[src/xgpc_pkg.sv]
// package for the xgmii port and configuration port block
// assumes a single 50 MHz clock shared by both ends
package xgpc_pkg;

  // ************************************************
  // xgmii lane layout
  // ************************************************
  localparam int XGPC_LANES      = 8;
  localparam int XGPC_LANE_W     = 9;
  localparam int XGPC_BUS_W      = 72;
  localparam int XGPC_DATA_W     = 8;
  localparam int XGPC_CTRL_BIT   = 8;

  localparam logic [7:0] XGPC_CH_IDLE  = 8'h07;
  localparam logic [7:0] XGPC_CH_START = 8'hFB;
  localparam logic [7:0] XGPC_CH_TERM  = 8'hFD;
  localparam logic [7:0] XGPC_CH_ERROR = 8'hFE;
  localparam logic [7:0] XGPC_CH_SEQ   = 8'h9C;
  localparam logic [7:0] XGPC_FAULT_LOCAL  = 8'h01;
  localparam logic [7:0] XGPC_FAULT_REMOTE = 8'h02;

  // ************************************************
  // link fault encoding
  // ************************************************
  typedef enum logic [1:0] {
    XGPC_FLT_NONE   = 2'h0,
    XGPC_FLT_LOCAL  = 2'h1,
    XGPC_FLT_REMOTE = 2'h2
  } xgpc_fault_t;

  // ************************************************
  // receive error vector layout
  // ************************************************
  localparam int XGPC_RXERR_W   = 6;
  localparam int XGPC_RXERR_PHY = 0;

  // ************************************************
  // configuration port
  // ************************************************
  localparam int XGPC_ADDR_W = 13;
  localparam int XGPC_CFG_W  = 32;
  localparam int XGPC_CFG_WORDS = 16;
  localparam logic [31:0] XGPC_CFG_RESET = 32'h0000_0000;
  localparam logic [2:0]  XGPC_ACC_CYCLES = 3'h2;
  localparam logic [31:0] XGPC_UNMAPPED = 32'h0000_0000;

endpackage

[src/xgpc_if.sv]
// interface joining the device end and the partner end
// assumes both ends run on sys_clk
`timescale 1ns/10ps
`default_nettype none
interface xgpc_if
  import xgpc_pkg::*;
(
  input wire logic sys_clk
);
  logic [XGPC_BUS_W-1:0]  rx_bus;
  logic [XGPC_BUS_W-1:0]  tx_bus;
  logic [1:0]             fault_to_tx;
  logic [1:0]             fault_from_rx;
  logic [XGPC_ADDR_W-1:0] cfg_addr;
  logic                   cfg_rd;
  logic                   cfg_wr;
  logic [XGPC_CFG_W-1:0]  cfg_wdata;
  logic [XGPC_CFG_W-1:0]  cfg_rdata;
  logic                   cfg_wait;

  modport dev (
    input  rx_bus, fault_to_tx, cfg_addr, cfg_rd, cfg_wr, cfg_wdata,
    output tx_bus, fault_from_rx, cfg_rdata, cfg_wait
  );
  modport far (
    output rx_bus, fault_to_tx, cfg_addr, cfg_rd, cfg_wr, cfg_wdata,
    input  tx_bus, fault_from_rx, cfg_rdata, cfg_wait
  );
endinterface
`default_nettype wire

[src/xgpc_dev.sv]
// device end: xgmii tx/rx reconciliation and configuration port slave
// assumes the partner keeps request fields stable while cfg_wait is high
`timescale 1ns/10ps
`default_nettype none

module xgpc_dev
  import xgpc_pkg::*;
(
  // clock and reset
  input  wire logic                    sys_clk,
  input  wire logic                    srst,
  // link
  xgpc_if.dev                          lnk,
  // transmit client
  input  wire logic                    tx_valid,
  input  wire logic [63:0]             tx_data,
  input  wire logic                    tx_sop,
  input  wire logic                    tx_eop,
  input  wire logic                    tx_err,
  input  wire logic                    tx_fault_ext_en,
  // receive client
  output logic                         rx_valid,
  output logic [63:0]                  rx_data,
  output logic [XGPC_RXERR_W-1:0]      client_receive_error_vector,
  output logic [1:0]                   rx_fault,
  output logic [1:0]                   tx_fault_seen
);

  // ************************************************
  // lane helpers
  // ************************************************
  function automatic logic [8:0] lane_of(input logic [71:0] bus, input int idx);
    lane_of = bus[idx*XGPC_LANE_W +: XGPC_LANE_W];
  endfunction

  function automatic logic lane_is_err(input logic [8:0] ln);
    lane_is_err = ln[XGPC_CTRL_BIT] && (ln[7:0] == XGPC_CH_ERROR);
  endfunction

  function automatic logic [7:0] lane_dat(input logic [71:0] bus, input int idx);
    lane_dat = bus[idx*XGPC_LANE_W +: XGPC_DATA_W];
  endfunction

  // ************************************************
  // transmit side
  // ************************************************
  logic [71:0] tx_q;
  logic [71:0] tx_d;
  logic [1:0]  fault_sel;

  // tx-only builds take the external fault code; otherwise the rx half feeds it
  assign fault_sel = tx_fault_ext_en ? lnk.fault_to_tx : rx_fault;

  always_comb
  begin
    tx_d = '0;
    for (int i = 0; i < XGPC_LANES; i++)
      tx_d[i*XGPC_LANE_W +: XGPC_LANE_W] = {1'b1, XGPC_CH_IDLE};
    if (fault_sel == XGPC_FLT_LOCAL || fault_sel == XGPC_FLT_REMOTE)
    begin
      // answer a fault with remote fault sequence ordered sets
      tx_d[8:0]   = {1'b1, XGPC_CH_SEQ};
      tx_d[35:27] = {1'b0, XGPC_FAULT_REMOTE};
    end
    else if (tx_valid)
    begin
      for (int i = 0; i < XGPC_LANES; i++)
      begin
        if (tx_err)
        begin
          tx_d[i*XGPC_LANE_W +: XGPC_LANE_W] = {1'b1, XGPC_CH_ERROR};
        end
        else
        begin
          tx_d[i*XGPC_LANE_W +: XGPC_LANE_W] = {1'b0, tx_data[i*8 +: 8]};
        end
      end
      // passthrough: client byte 0 replaced by start, bytes 1..7 are preamble
      if (tx_sop && !tx_err)
        tx_d[8:0] = {1'b1, XGPC_CH_START};
      if (tx_eop && !tx_err)
        tx_d[71:63] = {1'b1, XGPC_CH_TERM};
    end
  end

  always_ff @(posedge sys_clk)
  begin
    if (srst)
      tx_q <= {XGPC_LANES{1'b1, XGPC_CH_IDLE}};
    else
      tx_q <= tx_d;
  end

  assign lnk.tx_bus = tx_q;

  // ************************************************
  // receive side
  // ************************************************
  logic        rx_valid_q, rx_valid_d;
  logic [63:0] rx_data_q, rx_data_d;
  logic [XGPC_RXERR_W-1:0] rx_err_q, rx_err_d;
  logic [1:0]  rx_fault_q, rx_fault_d;
  logic [1:0]  tx_fault_q;
  logic        any_ctrl;

  always_comb
  begin
    rx_data_d  = '0;
    rx_err_d   = '0;
    rx_fault_d = rx_fault_q;
    any_ctrl   = 1'b0;
    for (int i = 0; i < XGPC_LANES; i++)
    begin
      rx_data_d[i*8 +: 8] = lane_dat(lnk.rx_bus, i);
      if (lnk.rx_bus[i*XGPC_LANE_W + XGPC_CTRL_BIT])
        any_ctrl = 1'b1;
      if (lane_is_err(lane_of(lnk.rx_bus, i)))
        rx_err_d[XGPC_RXERR_PHY] = 1'b1;
    end
    rx_valid_d = !any_ctrl || rx_err_d[XGPC_RXERR_PHY];
    if (lane_of(lnk.rx_bus, 0) == {1'b1, XGPC_CH_SEQ})
    begin
      if (lane_dat(lnk.rx_bus, 3) == XGPC_FAULT_LOCAL)
        rx_fault_d = XGPC_FLT_LOCAL;
      else if (lane_dat(lnk.rx_bus, 3) == XGPC_FAULT_REMOTE)
        rx_fault_d = XGPC_FLT_REMOTE;
      else
        rx_fault_d = XGPC_FLT_NONE;
    end
    else if (!any_ctrl || lane_of(lnk.rx_bus, 0) == {1'b1, XGPC_CH_START})
      rx_fault_d = XGPC_FLT_NONE;
  end

  always_ff @(posedge sys_clk)
  begin
    if (srst)
    begin
      rx_valid_q <= 1'b0;
      rx_data_q  <= '0;
      rx_err_q   <= '0;
      rx_fault_q <= XGPC_FLT_NONE;
      tx_fault_q <= XGPC_FLT_NONE;
    end
    else
    begin
      rx_valid_q <= rx_valid_d;
      rx_data_q  <= rx_data_d;
      rx_err_q   <= rx_err_d;
      rx_fault_q <= rx_fault_d;
      tx_fault_q <= fault_sel;
    end
  end

  assign rx_valid = rx_valid_q;
  assign rx_data  = rx_data_q;
  assign client_receive_error_vector = rx_err_q;
  assign rx_fault = rx_fault_q;
  assign tx_fault_seen = tx_fault_q;
  assign lnk.fault_from_rx = rx_fault_q;

  // ************************************************
  // configuration port
  // ************************************************
  typedef enum logic [2:0] {
    XGPC_CS_IDLE = 3'b001,
    XGPC_CS_BUSY = 3'b010,
    XGPC_CS_DONE = 3'b100
  } xgpc_cs_t;

  xgpc_cs_t    cs_q, cs_d;
  logic [2:0]  cnt_q, cnt_d;
  logic        wait_q, wait_d;
  logic [31:0] rdata_q, rdata_d;
  logic [31:0] regs_q [XGPC_CFG_WORDS];
  logic        wr_en;
  logic [3:0]  widx;

  assign widx = lnk.cfg_addr[3:0];

  always_comb
  begin
    cs_d    = cs_q;
    cnt_d   = cnt_q;
    wait_d  = wait_q;
    rdata_d = rdata_q;
    wr_en   = 1'b0;
    case (cs_q)
      XGPC_CS_IDLE:
      begin
        if (lnk.cfg_rd || lnk.cfg_wr)
        begin
          cs_d  = XGPC_CS_BUSY;
          cnt_d = XGPC_ACC_CYCLES;
        end
      end
      XGPC_CS_BUSY:
      begin
        // request held by host while waiting
        cnt_d = cnt_q - 3'h1;
        if (cnt_q == 3'h1)
        begin
          cs_d   = XGPC_CS_DONE;
          wait_d = 1'b0;
          if (lnk.cfg_rd)
          begin
            rdata_d = (lnk.cfg_addr < XGPC_ADDR_W'(XGPC_CFG_WORDS)) ?
                      regs_q[widx] : XGPC_UNMAPPED;
          end
          wr_en = lnk.cfg_wr &&
                  (lnk.cfg_addr < XGPC_ADDR_W'(XGPC_CFG_WORDS));
        end
      end
      XGPC_CS_DONE:
      begin
        cs_d   = XGPC_CS_IDLE;
        wait_d = 1'b1;
      end
      default:
      begin
        cs_d   = XGPC_CS_IDLE;
        wait_d = 1'b1;
      end
    endcase
  end

  always_ff @(posedge sys_clk)
  begin
    if (srst)
    begin
      cs_q    <= XGPC_CS_IDLE;
      cnt_q   <= 3'h0;
      wait_q  <= 1'b1;
      rdata_q <= XGPC_CFG_RESET;
      for (int i = 0; i < XGPC_CFG_WORDS; i++)
      begin
        regs_q[i] <= XGPC_CFG_RESET;
      end
    end
    else
    begin
      cs_q    <= cs_d;
      cnt_q   <= cnt_d;
      wait_q  <= wait_d;
      rdata_q <= rdata_d;
      if (wr_en)
      begin
        regs_q[widx] <= lnk.cfg_wdata;
      end
    end
  end

  assign lnk.cfg_rdata = rdata_q;
  assign lnk.cfg_wait  = wait_q;

endmodule
`default_nettype wire

[src/flat_wrapper.sv]
// flat-port wrapper written by rule: the top's interface ports become plain ports
module xgpc_dev_flat import xgpc_pkg::*;
  (sys_clk, srst, tx_valid, tx_data, tx_sop, tx_eop, tx_err, tx_fault_ext_en, rx_valid, rx_data, client_receive_error_vector, rx_fault, tx_fault_seen, lnk_rx_bus, lnk_fault_to_tx, lnk_cfg_addr, lnk_cfg_rd, lnk_cfg_wr, lnk_cfg_wdata, lnk_tx_bus, lnk_fault_from_rx, lnk_cfg_rdata, lnk_cfg_wait);
  xgpc_if lnk_i (.sys_clk(sys_clk));
  input  wire logic sys_clk;
  input  wire logic srst;
  input  wire logic tx_valid;
  input  wire logic [63:0] tx_data;
  input  wire logic tx_sop;
  input  wire logic tx_eop;
  input  wire logic tx_err;
  input  wire logic tx_fault_ext_en;
  output logic rx_valid;
  output logic [63:0] rx_data;
  output logic [XGPC_RXERR_W-1:0] client_receive_error_vector;
  output logic [1:0] rx_fault;
  output logic [1:0] tx_fault_seen;
  input wire logic [$bits(lnk_i.rx_bus)-1:0] lnk_rx_bus;
  input wire logic [$bits(lnk_i.fault_to_tx)-1:0] lnk_fault_to_tx;
  input wire logic [$bits(lnk_i.cfg_addr)-1:0] lnk_cfg_addr;
  input wire logic [$bits(lnk_i.cfg_rd)-1:0] lnk_cfg_rd;
  input wire logic [$bits(lnk_i.cfg_wr)-1:0] lnk_cfg_wr;
  input wire logic [$bits(lnk_i.cfg_wdata)-1:0] lnk_cfg_wdata;
  output wire logic [$bits(lnk_i.tx_bus)-1:0] lnk_tx_bus;
  output wire logic [$bits(lnk_i.fault_from_rx)-1:0] lnk_fault_from_rx;
  output wire logic [$bits(lnk_i.cfg_rdata)-1:0] lnk_cfg_rdata;
  output wire logic [$bits(lnk_i.cfg_wait)-1:0] lnk_cfg_wait;
  assign lnk_i.rx_bus = lnk_rx_bus;
  assign lnk_i.fault_to_tx = lnk_fault_to_tx;
  assign lnk_i.cfg_addr = lnk_cfg_addr;
  assign lnk_i.cfg_rd = lnk_cfg_rd;
  assign lnk_i.cfg_wr = lnk_cfg_wr;
  assign lnk_i.cfg_wdata = lnk_cfg_wdata;
  assign lnk_tx_bus = lnk_i.tx_bus;
  assign lnk_fault_from_rx = lnk_i.fault_from_rx;
  assign lnk_cfg_rdata = lnk_i.cfg_rdata;
  assign lnk_cfg_wait = lnk_i.cfg_wait;
  xgpc_dev u_core (.sys_clk(sys_clk), .srst(srst), .lnk(lnk_i), .tx_valid(tx_valid), .tx_data(tx_data), .tx_sop(tx_sop), .tx_eop(tx_eop), .tx_err(tx_err), .tx_fault_ext_en(tx_fault_ext_en), .rx_valid(rx_valid), .rx_data(rx_data), .client_receive_error_vector(client_receive_error_vector), .rx_fault(rx_fault), .tx_fault_seen(tx_fault_seen));
endmodule
[config.mk]
export PLATFORM = sky130hd
export DESIGN_NAME = xgpc_dev_flat
export DESIGN_NICKNAME = d
export VERILOG_FILES = /design/src/xgpc_pkg.sv /design/src/xgpc_if.sv /design/src/xgpc_dev.sv /design/src/flat_wrapper.sv
export SDC_FILE = /design/constraint.sdc
export NUM_CORES = 1
export LEC_CHECK = 0
export CORE_UTILIZATION = 30
export DETAILED_ROUTE_END_ITERATION = 8
export DONT_BUFFER_PORTS = 1
export GPL_ROUTABILITY_DRIVEN = 0
export GPL_TIMING_DRIVEN = 0
export PLACE_DENSITY = 0.46
export SYNTH_ARGS = -nofsm -noshare
export SYNTH_HDL_FRONTEND = slang
export SYNTH_SLANG_ARGS = --single-unit
[constraint.sdc]
create_clock -name sys_clk -period 10.6 [get_ports sys_clk]
set_input_delay 0.53 -clock sys_clk [delete_from_list [all_inputs] [get_ports sys_clk]]
set_output_delay 0.53 -clock sys_clk [all_outputs]
set_load 0.02 [all_outputs]
* Yosys cells after proc, flatten, opt, wreduce, memory -nomap -nowiden
Memory sizes are Yosys's and may differ from the RTL's.
Cells that the tools add are included.
** Operators by class
- $add $sub $neg :: 1
- Multipliers :: 0
- Divide/modulo/power cells :: 0
- $lt $le $gt $ge :: 1
- Eq/ne operators :: 19
- Shift operators :: 0
- Muxes and demuxes :: 51
- Bitwise gates (word level) :: 2
- Reduce and logical (&&, ||, !) cells :: 29
** Operators by type and width (number)
- two-way mux 9 bit :: 10
- == test 8 bit (second input constant) :: 8
- two-way mux 32 bit :: 2
- two-way mux 36 bit :: 1
- OR reduction 32 bit :: 1
- two-way mux 1 bit :: 25
- == test 9 bit (second input constant) :: 2
- two-way mux 8 bit :: 2
- < comparator 13 x 5 -> 1 bit (second input constant) :: 1
- one-hot mux 3 bit (2 select lines) :: 2
- OR reduction 4 bit :: 3
- logical AND 1 bit :: 11
- two-way mux 2 bit :: 5
- == test 8 x 1 -> 1 bit (second input constant) :: 1
- == test 8 x 2 -> 1 bit (second input constant) :: 1
- == test 3 x 1 -> 1 bit (second input constant) :: 2
- two-way mux 3 bit :: 2
- AND reduction 2 bit :: 3
- OR reduction 5 bit :: 1
- logical OR 1 bit :: 4
- two-way mux 4 bit :: 1
- inequality test 2 x 1 -> 1 bit (second input constant) :: 2
- nonzero test 2 bit :: 2
- == test 3 x 2 -> 1 bit (second input constant) :: 1
- other kinds (8) :: 10
** Word-level totals
- Register bits after elaboration :: 186
- Bits in latches :: 0
- RAM bits :: 512
- Memory bits (read-only) :: 0
- Bits of input ports :: 192
- Word-level logic and storage cells :: 120
- Memories :: 1
** Memories
- u_core.regs_q :: words 16, bits a word 32, read ports 1, clocked after Yosys merged registers in 0, write ports 16, RTL line xgpc_dev.sv:174 : logic [31:0] regs_q [XGPC_CFG_WORDS];

* Logic depth before layout (Yosys ltp)
- Depth in word-level cells :: 12
- Depth in mapped cells :: 8

* Worst setup path before layout
Ideal clock, no wire load.
- Kind :: input -> register
- From :: input port lnk_cfg_addr[0]
- To :: memory u_core.regs_q[15][0], enable pin
- Data arrival time :: 3309 ps
- Slack :: 6863 ps
- Stages :: 7
- Path buffers :: 5
- Path through :: clkbuf_2 -> buf_2 -> buf_2 -> nand2_1 -> clkbuf_1 -> clkbuf_1 -> o21bai_1
** RTL lines
- start: declaration :: RTL line flat_wrapper.sv:20 : input wire logic [$bits(lnk_i.cfg_addr)-1:0] lnk_cfg_addr;
- end: declaration :: RTL line xgpc_dev.sv:174

==> run_results.csv <==
group,metric,value,unit
clock_network,cts.reportedPaths.clkPinSlew,0.06,ns
global_routing,grt_pass1_vias,18900,
timing,relSlewSlack,0.0604,
routing,viasPerCell,5.10,
logic_synthesis,yosysTopAreaCell,"edfxtp_1",
layout,fillCellCount,9161,
logic_synthesis,synthTopCellsByArea,"edfxtp_1 (53%), dfxtp_1 (12%), mux4_2 (10%), and2_1 (7.0%), nor3_1 (3.7%)",
layout,regArea,18900,um^2
timing,fin_crit,3.80,ns
logic_synthesis,synth_common_cells,"edfxtp_1 (512), and2_1 (322), nor3_1 (211)",
timing,worstMarginPinSlew,1.41,ns
logic_synthesis,yosysWarnings,0,
layout,nets,2383,
min_path,holdPathEnd,"u_core.rx_data[50]",
logic_synthesis,synth.avg_cell_area,14.4,um^2
floorplanning,initial_core_util,0.303,
critical_path,cp_max_fo,17,
min_path,hold_depth,1,
routing,route.detailed.drc,0,
pwr,total_power,6.19,mW
floorplanning,die_w,312,um
layout,area_growth,18.6,%
critical_path,r2r_start,"u_core.cnt_q[1]",
clock_network,cts_tree,"yes",
pwr,vdd_drop_max,107,uV
routing,drt_pass1_iterations,5,
critical_path,worstPathRequired,10.94,ns
clock_network,numClockSinks,689,
floorplanning,io-pin-count,374,
placement,port_buffers,0,
timing,hold_viol,0,
logic_synthesis,synthCells,2001,
floorplanning,coreArea,95000,um^2
clock_network,clk_path_buf_depth,3,
timing,fin_tns_setup,0,ns
timing,slew_viol_final,0,
logic_synthesis,ys.flop_type,"edfxtp_1",
critical_path,crit_type,"reg -> reg",
logic_synthesis,synth_top_area_share,0.535,
logic_synthesis,yosysMostFrequentCell,"edfxtp_1",
pwr,power_density,182,nW/um^2
timing,setup_viol,0,
logic_synthesis,synth-edff-count,512,
floorplanning,die_y,312,um
critical_path,critPathLaunchType,"flop",
clock_network,clk_latency,0.65,ns
critical_path,worst_ep_arrival_time,4.14,ns
logic_synthesis,synth_seq_cells,689,
critical_path,end_kind,"flop",
min_path,hp-class,"in -> reg",
global_routing,antenna_found_initial,7,
clock_network,clockRootBuffer,"clkbuf_16",
logic_synthesis,ys_types,45,
clock_network,post_cts_buffers,0,
placement,dp_hpwl,65000,um
critical_path,cp-startpoint,"u_core.cnt_q[1]",
timing,rsz0062_at_grt,"no",
critical_path,reg2regPathDepth,8,
global_routing,grt_overflow_total,0,
min_path,hold_start,"lnk_rx_bus[56]",
layout,final_util,0.359,
routing,vias,18000,
timing,fin_crit_sh,0.358,
placement,dpl_cell_area,30600,um^2
global_routing,grt_pass1_wl,138000,um
pwr,leakagePower,12.2,nW
routing,ant_nets,0,
floorplanning,rows,113,
global_routing,grt_max_degree,33,
layout,multi_input_area,8790,um^2
clock_network,cts_buffers,80,
critical_path,reg2reg_slack,6.80,ns
logic_synthesis,synth_area,28800,um^2
layout,final_area,34100,um^2
logic_synthesis,yosysSeqAreaShare,0.658,
critical_path,reg2reg_to,"u_core.regs_q[13][15]",
clock_network,cts.htree.levels,3,
layout,drive_above_1_share,0.158,
routing,wl_per_cell,28.2,um
routing,routed_wl,99500,um
global_routing,gr-usage-all-layers,0.202,
job,cap_violations,0,
run_status,status,"complete, no violations",
timing,fmax,263,MHz
timing,fin_skew,0.0227,ns
timing,hold_ws,0.0370,ns
routing,drt_iter0_drc,1652,
floorplanning,die-area,97100,um^2
logic_synthesis,async_flop_share,0,
## timing repair
item,CTS,global route
hold buffers,95,0
endpoints found under the setup margin,0,0
gates resized for setup,0,0
endpoints found under the hold margin,95,0
## area by class of cell
cell class / count / area share
sequential: 689 / 0.554
multi-input combinational: 1091 / 0.258
clock buffer: 103 / 0.0633
tap: 1265 / 0.0464
timing repair buffer: 102 / 0.0323
buffer: 187 / 0.0294
clock inverter: 44 / 0.0120
inverter: 38 / 0.00418
antenna: 6 / 0.000440
## through the flow
stage / setup WS [ns] / cells
2_1_floorplan: 6.86 / 2005
6_report: 6.80 / 3525
3_3_place_gp: 3.56 / 3270
5_1_grt: 6.60 / 3525
3_5_place_dp: 6.16 / 3277
4_1_cts: 6.77 / 3519
## cells in the final DEF (no fill, tap or decap), types with 5 or more instances in the layout
master	count
nand2b_1	9
nand2_1	48
buf_4	12
dfxtp_1	177
buf_2	20
diode_2	6
inv_1	38
or2_2	21
a22o_1	32
nor2b_1	67
nand4_1	12
nor2_1	90
dlygate4sd3_1	95
nor4_4	7
nor3_1	211
o21bai_4	6
clkinv_2	15
conb_1	5
mux4_2	128
a22oi_1	64
edfxtp_1	512
inv_6	6
clkbuf_1	124
clkbuf_16	82
o21ai_0	5
nand3b_1	7
buf_1	18
a21oi_1	7
clkinv_1	14
a21o_1	7
and2_1	322
nor4_1	5
nor4b_4	5
bufinv_16	6
or3_1	5
buf_6	31
## report_power, final
group | leakage (nW) | internal (mW) | total [mW] | switching (mW)
registers | 6.75 | 2.98 | 3.05 | 0.0657
logic | 4.15 | 0.141 | 0.394 | 0.254
clock network | 1.27 | 1.60 | 2.75 | 1.16
## critical path: stages, from the launching register on
cell and delay [ns]:
dfxtp_1 0.31, inv_1 0.07, ha_1 0.16, nor2b_1 0.35, and4_1 0.39, nand4_1 0.52, clkbuf_1 0.57, o21bai_4 0.82
buf_12 0.28
## how the worst max path moves through the flow
stage / end / slack (ns) / cells after the start
after detailed placement: u_core.regs_q[15][8] / 6.16 / 5
after CTS: u_core.regs_q[13][15] / 6.77 / 8
after global placement: u_core.regs_q[13][8] / 3.56 / 4
after floorplan: u_core.regs_q[15][0] / 6.86 / 7
after global routing: u_core.regs_q[13][14] / 6.60 / 8
final: u_core.regs_q[13][15] / 6.80 / 8
## routing by layer
metal  up-vias  part of all wire  wire, um  global-route usage
met5         -           0.00028        28                   0
li1       7722                 -         -                   -
met2       847              0.48     47600               0.334
met1      9212              0.40     39700               0.248
met3       193             0.079      7880              0.0520
met4         4             0.044      4350              0.0882
## state kept, by name, summed over array words and instances (netlist names)
| register | cells |
|---|---|
| u_core.cs_q | 3 |
| u_core.regs_q | 512 |
| u_core.cnt_q | 3 |
| u_core.rx_data | 64 |
| u_core.rx_valid | 1 |
| u_core.lnk.cfg_wait | 1 |
| u_core.tx_fault_seen | 2 |
| u_core.lnk.fault_from_rx | 2 |
| u_core.client_receive_error_vector | 1 |
| u_core.lnk.cfg_rdata | 32 |
| u_core.lnk.tx_bus | 68 |
## kinds of logic (layout without fill, tap and decap cells)
family / after synthesis / after routing / synth area share
compound gates: 126 / 126 / 0.0332
xor+xnor: 3 / 3 / 0.000914
fa+ha+maj: 2 / 2 / 0.000870
buf+inv: 225 / 474 / 0.0398
flops: 689 / 689 / 0.658
mux: 131 / 131 / 0.101
other cells: 1 / 11 / 0.000130
simple gates: 824 / 824 / 0.166
(Power assumes the default switching activity.)
